`src/hw/hidr_map.svh`:
```
// Offsets, field positions and reset values of the host I/O decode block
`ifndef HIDR_MAP_SVH
`define HIDR_MAP_SVH
// Register indices inside the 32-byte window
`define HIDR_IDX_CTRL   5'h00
`define HIDR_IDX_STAT   5'h01
`define HIDR_IDX_CLR    5'h02
`define HIDR_IDX_IEN    5'h03
`define HIDR_IDX_ROUTE  5'h04
`define HIDR_IDX_DMA    5'h05
// Control register bits
`define HIDR_CTRL_BIRQ  0
`define HIDR_CTRL_EIRQ  1
`define HIDR_CTRL_MDMA  2
`define HIDR_CTRL_SDMA  3
// Status, clear and enable bits
`define HIDR_ST_BERR    0
`define HIDR_ST_EIRQ    1
`define HIDR_ST_DMAMIS  2
// Reset values
`define HIDR_CTRL_RST   4'h0
`define HIDR_STAT_RST   3'h0
`define HIDR_IEN_RST    3'h0
`define HIDR_DEF_BASE   5'h1a
`define HIDR_DEF_BIRQ   4'hc
`define HIDR_DEF_EIRQ   4'ha
`define HIDR_DEF_MDMA   3'h6
`define HIDR_DEF_SDMA   3'h3
// Codes for an unused route, and the reserved host page
`define HIDR_IRQ_UNUSED 4'h0
`define HIDR_DMA_UNUSED 3'h4
`define HIDR_LOW_PAGE   2'h0
`endif

```
`src/hw/hidr_pkg.sv`:
```
// Types and shared decode functions of the host I/O decode block
package hidr_pkg;
  typedef logic [3:0] hidr_level_t;   // Host interrupt level number
  typedef logic [2:0] hidr_chan_t;    // Host DMA channel number

  // True for the eleven levels that the board may drive
  function automatic logic hidr_irq_ok(input hidr_level_t lvl);
    case (lvl)
      4'h3, 4'h4, 4'h5, 4'h6, 4'h7, 4'h9, 4'ha, 4'hb, 4'hc, 4'he, 4'hf: hidr_irq_ok = 1'b1;
      default: hidr_irq_ok = 1'b0;
    endcase
  endfunction : hidr_irq_ok

  // True for channels 0..3 and 5..7; 4 is the cascade, used as unused
  function automatic logic hidr_chan_ok(input hidr_chan_t ch);
    hidr_chan_ok = (ch != 3'h4);
  endfunction : hidr_chan_ok

  // One-hot line select for a DMA channel
  function automatic logic [7:0] hidr_chan_hot(input hidr_chan_t ch);
    hidr_chan_hot = 8'h01 << ch;
  endfunction : hidr_chan_hot
endpackage : hidr_pkg

```
`src/hw/hidr_irq_route.sv`:
```
// One routed interrupt output: level select, enable and line drivers
`timescale 1ns/1ps
`default_nettype none
module hidr_irq_route
  import hidr_pkg::*;
#(
  parameter int LINES = 16  // Host request lines
) (
  input  wire logic              clk,
  input  wire logic              rst_n,
  input  wire hidr_level_t       level,
  input  wire logic              enable,
  input  wire logic              request,
  output var  logic [LINES-1:0]  line_out,
  output var  logic [LINES-1:0]  line_oe
);
  // Level numbers reach 15, so fewer lines cannot be served
  if (LINES < 16) begin : g_lines_check
    $error("hidr_irq_route: LINES below 16");
  end

  logic             route_ok;   // Route selected and software enabled
  logic [LINES-1:0] line_hot;   // Selected line
  logic [LINES-1:0] oe_next;
  logic [LINES-1:0] out_next;

  assign route_ok = enable && hidr_irq_ok(level);
  assign line_hot = LINES'(1) << level;
  // Drive both levels while enabled, no wired-OR mode
  assign oe_next  = route_ok ? line_hot : '0;
  assign out_next = (route_ok && request) ? line_hot : '0;

  // Registered drivers; reset leaves the line released
  always_ff @(posedge clk or negedge rst_n) begin
    if (!rst_n) begin
      line_oe  <= '0;
      line_out <= '0;
    end else begin
      line_oe  <= oe_next;
      line_out <= out_next;
    end
  end
endmodule : hidr_irq_route
`default_nettype wire

```
`src/hw/hidr_top.sv`:
```
// Host I/O window decoder with interrupt and DMA line routing
//
// The register addresses and the plain strobed port were chosen for this implementation.
`timescale 1ns/1ps
`default_nettype none
`include "hidr_map.svh"
module hidr_top
  import hidr_pkg::*;
#(
  parameter int ADDR_W = 10,  // Host I/O address lines decoded
  parameter int DATA_W = 8    // Register data width
) (
  input  wire logic              clk,
  input  wire logic              rst_n,
  // Host I/O register port
  input  wire logic [ADDR_W-1:0] io_addr,
  input  wire logic [DATA_W-1:0] io_wdata,
  input  wire logic              io_wr,
  input  wire logic              io_rd,
  output var  logic [DATA_W-1:0] io_rdata,
  output var  logic              io_hit,
  // Board configuration straps
  input  wire logic [4:0]        base_address_switch_bank,
  input  wire logic [7:0]        interrupt_route_jumpers,
  input  wire logic [5:0]        dma_request_route_jumpers,
  input  wire logic [5:0]        dma_ack_route_jumpers,
  // Board events
  input  wire logic              board_err_evt,
  input  wire logic              ext_bus_irq,
  output var  logic              board_irq,
  // Host interrupt request lines
  output var  logic [15:0]       irq_line_out,
  output var  logic [15:0]       irq_line_oe,
  // Host DMA lines and board-side handshakes
  input  wire logic              master_dma_req,
  input  wire logic              slave_dma_req,
  output var  logic [7:0]        drq_line_out,
  output var  logic [7:0]        drq_line_oe,
  input  wire logic [7:0]        dack_line_in,
  output var  logic              master_dma_ack,
  output var  logic              slave_dma_ack
);
  // Address split is fixed at five index bits and five match bits
  if (ADDR_W != 10) begin : g_addr_check
    $error("hidr_top: ADDR_W must be 10");
  end
  // Read data needs room for the widest register
  if (DATA_W < 8) begin : g_data_check
    $error("hidr_top: DATA_W below 8");
  end

  // Sampled straps; reset value is the factory setting
  logic [4:0]  base_reg;         // Window base bits A9..A5
  hidr_level_t birq_lvl_reg;     // Board interrupt level
  hidr_level_t eirq_lvl_reg;     // External bus interrupt level
  hidr_chan_t  mreq_reg;         // Master request channel
  hidr_chan_t  sreq_reg;         // Slave request channel
  hidr_chan_t  mack_reg;         // Master acknowledge channel
  hidr_chan_t  sack_reg;         // Slave acknowledge channel

  // Software registers
  logic [3:0]  ctrl_reg;         // Interrupt and DMA enables
  logic [3:0]  ctrl_next;
  logic [2:0]  stat_reg;         // Sticky event bits
  logic [2:0]  stat_next;
  logic [2:0]  ien_reg;          // Status interrupt mask
  logic [2:0]  ien_next;
  logic [DATA_W-1:0] rdata_next;

  // Window decode
  logic [4:0]  reg_idx;          // Register index A4..A0
  logic        win_match;        // A9..A5 equal switch setting
  logic        low_page;         // Reserved motherboard page
  logic        wr_hit;
  logic        rd_hit;

  // Event and DMA decode
  logic [2:0]  stat_set;
  logic [2:0]  stat_clr;
  logic        m_pair_ok;        // Master request and ack agree
  logic        s_pair_ok;        // Slave request and ack agree
  logic        m_dma_on;
  logic        s_dma_on;
  logic [7:0]  m_hot;
  logic [7:0]  s_hot;
  logic [7:0]  drq_oe_next;
  logic [7:0]  drq_out_next;

  // Router outputs
  logic [15:0] b_out;
  logic [15:0] b_oe;
  logic [15:0] e_out;
  logic [15:0] e_oe;

  // Track straps every cycle after reset; a switch reads 1 when off
  always_ff @(posedge clk or negedge rst_n) begin
    if (!rst_n) begin
      base_reg     <= `HIDR_DEF_BASE;
      birq_lvl_reg <= `HIDR_DEF_BIRQ;
      eirq_lvl_reg <= `HIDR_DEF_EIRQ;
      mreq_reg     <= `HIDR_DEF_MDMA;
      mack_reg     <= `HIDR_DEF_MDMA;
      sreq_reg     <= `HIDR_DEF_SDMA;
      sack_reg     <= `HIDR_DEF_SDMA;
    end else begin
      base_reg     <= base_address_switch_bank;
      birq_lvl_reg <= interrupt_route_jumpers[3:0];
      eirq_lvl_reg <= interrupt_route_jumpers[7:4];
      mreq_reg     <= dma_request_route_jumpers[2:0];
      sreq_reg     <= dma_request_route_jumpers[5:3];
      mack_reg     <= dma_ack_route_jumpers[2:0];
      sack_reg     <= dma_ack_route_jumpers[5:3];
    end
  end

  // Low five lines only pick the register
  assign reg_idx   = io_addr[4:0];
  // Switch 1 meets A5, switch 5 meets A9
  assign win_match = (io_addr[9:5] == base_reg);
  // Never answer in the motherboard page, whatever the switches say
  assign low_page  = (io_addr[9:8] == `HIDR_LOW_PAGE);
  assign io_hit    = win_match && !low_page;
  assign wr_hit    = io_wr && io_hit;
  assign rd_hit    = io_rd && io_hit;

  // Control register; enables only change by software write
  assign ctrl_next = (wr_hit && reg_idx == `HIDR_IDX_CTRL) ? io_wdata[3:0] : ctrl_reg;
  assign ien_next  = (wr_hit && reg_idx == `HIDR_IDX_IEN) ? io_wdata[2:0] : ien_reg;

  // Events; external irq keeps its bit set while high
  assign m_pair_ok = (mreq_reg == mack_reg);
  assign s_pair_ok = (sreq_reg == sack_reg);
  assign stat_set[`HIDR_ST_BERR]   = board_err_evt;
  assign stat_set[`HIDR_ST_EIRQ]   = ext_bus_irq;
  assign stat_set[`HIDR_ST_DMAMIS] = (ctrl_reg[`HIDR_CTRL_MDMA] && !m_pair_ok)
                                   || (ctrl_reg[`HIDR_CTRL_SDMA] && !s_pair_ok);
  assign stat_clr  = (wr_hit && reg_idx == `HIDR_IDX_CLR) ? io_wdata[2:0] : 3'h0;
  // Set beats clear so a same-cycle event is kept
  assign stat_next = (stat_reg & ~stat_clr) | stat_set;

  // Level interrupt while any enabled status bit is set
  assign board_irq = |(stat_reg & ien_reg);

  // Software registers; reset drops every enable
  always_ff @(posedge clk or negedge rst_n) begin
    if (!rst_n) begin
      ctrl_reg <= `HIDR_CTRL_RST;
      stat_reg <= `HIDR_STAT_RST;
      ien_reg  <= `HIDR_IEN_RST;
    end else begin
      ctrl_reg <= ctrl_next;
      stat_reg <= stat_next;
      ien_reg  <= ien_next;
    end
  end

  // Read select; unmapped indices and misses read zero
  assign rdata_next =
      !rd_hit                          ? '0 :
      (reg_idx == `HIDR_IDX_CTRL)      ? DATA_W'(ctrl_reg) :
      (reg_idx == `HIDR_IDX_STAT)      ? DATA_W'(stat_reg) :
      (reg_idx == `HIDR_IDX_IEN)       ? DATA_W'(ien_reg) :
      (reg_idx == `HIDR_IDX_ROUTE)     ? DATA_W'({eirq_lvl_reg, birq_lvl_reg}) :
      (reg_idx == `HIDR_IDX_DMA)       ? DATA_W'({1'b0, sreq_reg, 1'b0, mreq_reg}) :
                                         '0;

  // Read data stands only in the cycle after the strobe
  always_ff @(posedge clk or negedge rst_n) begin
    if (!rst_n) begin
      io_rdata <= '0;
    end else begin
      io_rdata <= rdata_next;
    end
  end

  // Board status interrupt on the first output
  hidr_irq_route #(
    .LINES (16)
  ) u_board_irq (
    .clk      (clk),
    .rst_n    (rst_n),
    .level    (birq_lvl_reg),
    .enable   (ctrl_reg[`HIDR_CTRL_BIRQ]),
    .request  (board_irq),
    .line_out (b_out),
    .line_oe  (b_oe)
  );

  // External bus interrupt on the second output
  hidr_irq_route #(
    .LINES (16)
  ) u_ext_irq (
    .clk      (clk),
    .rst_n    (rst_n),
    .level    (eirq_lvl_reg),
    .enable   (ctrl_reg[`HIDR_CTRL_EIRQ]),
    .request  (ext_bus_irq),
    .line_out (e_out),
    .line_oe  (e_oe)
  );

  // Merge the two outputs; each is released unless enabled
  assign irq_line_oe  = b_oe | e_oe;
  assign irq_line_out = (b_out & b_oe) | (e_out & e_oe);

  // A channel runs only when enabled, valid and paired
  assign m_dma_on = ctrl_reg[`HIDR_CTRL_MDMA] && hidr_chan_ok(mreq_reg) && m_pair_ok;
  assign s_dma_on = ctrl_reg[`HIDR_CTRL_SDMA] && hidr_chan_ok(sreq_reg) && s_pair_ok;
  assign m_hot    = m_dma_on ? hidr_chan_hot(mreq_reg) : 8'h00;
  assign s_hot    = s_dma_on ? hidr_chan_hot(sreq_reg) : 8'h00;
  assign drq_oe_next  = m_hot | s_hot;
  assign drq_out_next = (master_dma_req ? m_hot : 8'h00) | (slave_dma_req ? s_hot : 8'h00);

  // Acknowledge only counts on an enabled channel
  assign master_dma_ack = m_dma_on && dack_line_in[mack_reg];
  assign slave_dma_ack  = s_dma_on && dack_line_in[sack_reg];

  // Registered request drivers
  always_ff @(posedge clk or negedge rst_n) begin
    if (!rst_n) begin
      drq_line_oe  <= 8'h00;
      drq_line_out <= 8'h00;
    end else begin
      drq_line_oe  <= drq_oe_next;
      drq_line_out <= drq_out_next;
    end
  end
endmodule : hidr_top
`default_nettype wire
```
`config.mk`:
```
export PLATFORM = sky130hd
export DESIGN_NAME = hidr_top
export DESIGN_NICKNAME = d
export VERILOG_FILES = /design/src/hw/hidr_pkg.sv /design/src/hw/hidr_irq_route.sv /design/src/hw/hidr_top.sv
export VERILOG_INCLUDE_DIRS = /design/src /design/src/hw
export SDC_FILE = /design/constraint.sdc
export NUM_CORES = 1
export LEC_CHECK = 0
export ABC_AREA = 1
export CAP_MARGIN = 10
export CORE_ASPECT_RATIO = 0.5
export CORE_MARGIN = 2
export CORE_UTILIZATION = 50
export DETAILED_ROUTE_END_ITERATION = 6
export DONT_BUFFER_PORTS = 1
export PLACE_DENSITY = 0.67
export SETUP_SLACK_MARGIN = 0.2
export SLEW_MARGIN = 20
export SYNTH_ARGS = -nofsm -noshare
export SYNTH_HDL_FRONTEND = slang
export SYNTH_HIERARCHICAL = 1
export SYNTH_SLANG_ARGS = --single-unit
```
`constraint.sdc`:
```
create_clock -name clk -period 4.19 [get_ports clk]
set_clock_uncertainty 0.15 [all_clocks]
set_input_delay 0.2095 -clock clk [delete_from_list [all_inputs] [get_ports clk]]
set_output_delay 0.2095 -clock clk [all_outputs]
set_load 0.005 [all_outputs]
```
==> results.txt <==
GP Congestion: 0.8744
Clock latency at the later pin of the worst-skew pair: 0.40 ns
# diodes: 0
Drt wl/cell: 13.98 µm
Register area share after synthesis: 59.58%
Starting Density: 51.21%
CTS tree: yes
Vias in the first global route: 3573
Mapped Avg Cell Area: 10.21 µm²
Io pins: 119
CP required: 3.83 ns
Post-CTS repair timing setup buffer count: 0
Port bufs: 0
Fin crit period: 2.215 ns
# resized after CTS: 0
Startpoint Class: flip-flop
# H-tree levels: 4
PD cells: 442.2 mW/mm²
Final #Nets: 640
Die ar.: 0.01128 mm²
Least-Margin Pin Slew: 0.5741 ns
Clock slew at reported path FFs: 0.06 ns
Hold-fix buffers, CTS: 46
Final hold violations: 0
Share of cells above drive strength 1: 18.35%
Drt total wl: 10260 µm
Tightest Hold Check Type: in -> reg
Slew margin rel.: 61.72%
Pin count of the biggest net entering global routing: 124
Setup TNS: 0 ns
Layout Cells excl Fill: 734
Root buffer cell: clkbuf_16
Crit Path Category: reg -> out
Worst Path Arrival: 1.86 ns
DR pass1 iterations: 5
DIE HEIGHT: 76.10 µm
Final ANT Viol Nets: 0
Die W: 148.2 µm
First-pass GRT wire length: 17240 µm
Final-layout fill cell count: 852
Maximum Capacitance Violations: 0
Placed cells: 656
GRT Residual Overflow: 0
Cell leakage power: 3.117 nW
Bufs on Longest Clock Path: 2
Vias: 3612
Yosys warns: 6
# rows: 26
Fin area: 0.006386 mm²
Fmax: 451.4 MHz
Period Utilization, post-route: 52.87%
Synth Register Bits: 123
RSZ-0062 raised after global routing: false
Post-synthesis cell area: 0.005197 mm²
Drt drc: 0
Max Slew Vio Count: 0
Initial drt markers: 136
CTS Sinks: 123
Core Region: 0.01015 mm²
Dpl hpwl: 7057 µm
Crit end category: output port
Final setup vio count: 0
Num CTS Buffers: 17
Crit-path max FO: 13
Total Routing Usage GR: 19.67%
Pwr Total: 2.824 mW
Routed vias/inst: 4.921
Initial antenna violation count: 0
Unique masters post-synth: 36
Area after DPL: 0.005323 mm²
Register-to-register setup slack: 2.01 ns
Peak supply drop: 0.3266 mV
Layout area overhead: 22.87%
Synth Instances: 509
Outcome: completed
per-layer routing:
metal,track usage (%),vias up,share of wire [%],wire length [µm]
met5,0,-,0,0
li1,-,1766,-,-
met2,31.06,111,48,4963
met3,6.347,8,5.7,584
met4,6.667,0,1.0,104
met1,25.93,1727,45,4606
critical path, cell delays in order, from the launching register on:
cell and delay [ns]:
dfstp_2 0.59, xnor2_1 0.14, nand3_2 0.12, nor2_4 0.25
o21ai_0 0.15, a21oi_1 0.21
cell families (layout without fill, tap and decap cells):
group                  after synthesis  after routing  synth area share, %
AO/OA/AOI/OAI                       58             58                7.366
flip-flops                         123            123                59.58
AND/OR/NAND/NOR                    238            238                23.90
buffers and inverters               79            145                7.294
other                                3             22               0.2166
XOR/XNOR                             8              8                1.637
power breakdown:
group / switching, mW / internal [mW] / total, mW
logic: 0.0884 / 0.0620 / 0.150
clock network: 0.527 / 0.895 / 1.42
registers: 0.0310 / 1.22 / 1.25
total: 0.646 / 2.18 / 2.82
through the flow:
step | setup WS (ns) | hold WS (ns) | utilization (%)
final | 1.975 | 0.03400 | 62.92
after global routing | 1.811 | 0.05032 | 62.92
after CTS | 1.946 | 0.02815 | 62.92
after detailed placement | 2.380 | -0.2344 | 52.44
after global placement | 2.403 | -0.2341 | 52.44
after floorplan | 2.602 | -0.2361 | -
cell usage in the layout, fill, tap and decap left out, drive strengths merged:
cell / netlist / layout
nand3: 33 / 33
dfstp: 15 / 15
a21oi: 6 / 6
nand2: 87 / 87
nor3: 7 / 7
xnor2: 8 / 8
inv: 66 / 69
o21ai: 31 / 31
nand4: 23 / 23
clkbuf: 0 / 19
a31oi: 1 / 1
buf: 12 / 1
or2: 18 / 18
a22o: 16 / 16
bufinv: 0 / 2
clkinv: 1 / 7
o211ai: 3 / 3
dfrtp: 108 / 108
dlygate4sd3: 0 / 45
o22ai: 1 / 1
clkinvlp: 0 / 2
nor2: 69 / 69
conb: 3 / 22
nor4: 1 / 1
final cells by class:
class	instances	area [µm²]	share of cell area (%)
Inverter	67	257.7	4.036
Clock buffer	19	442.9	6.936
Sequential cell	123	3097	48.49
Multi-Input combinational cell	326	1793	28.08
Timing Repair Buffer	46	478.0	7.484
Clock inverter	13	142.6	2.234
Tap cell	140	175.2	2.743
path summary, 6_finish.rpt:
| kind | from | endpoint | depth (start not counted) |
|---|---|---|---|
| max | sack_reg[0] | slave_dma_ack | 5 |
| min | io_addr[5] | io_rdata[0] | 5 |
| max reg2reg | base_reg[3] | ctrl_reg[0] | 10 |
| min reg2reg | stat_reg[2] | stat_reg[2] | 2 |
| max in group asynchronous | rst_n | u_board_irq/line_out[2] | 2 |
| min in group asynchronous | rst_n | base_reg[0] | 2 |
Yosys cell counts:
library cell	number	area share, %
conb_1	3	0.22
nand2_2	1	0.12
o21ai_2	4	0.67
nand4_2	4	0.96
nand3_4	5	1.7
a22o_1	16	2.7
o211ai_1	3	0.43
inv_2	5	0.36
nor3_1	7	0.67
nor4_1	1	0.12
o21ai_0	17	1.6
dfrtp_1	108	52
nand2_4	6	1.3
a21oi_2	2	0.34
xnor2_2	2	0.63
nand3_2	2	0.39
nand2_1	80	5.8
buf_6	9	1.9
dfstp_2	15	7.6
or2_2	18	2.2
nor2_2	7	0.84
inv_4	2	0.24
a21oi_1	4	0.39
nor2_4	2	0.43
buf_2	1	0.096
nor2_1	59	4.3
o21ai_1	10	0.96
a31oi_1	1	0.12
nor2_8	1	0.39
inv_1	59	4.3
xnor2_1	6	1.0
buf_4	2	0.29
clkinv_2	1	0.096
nand4_1	19	2.3
o22ai_1	1	0.12
nand3_1	26	2.5
No activity file was read; power rests on OpenSTA's default activity.
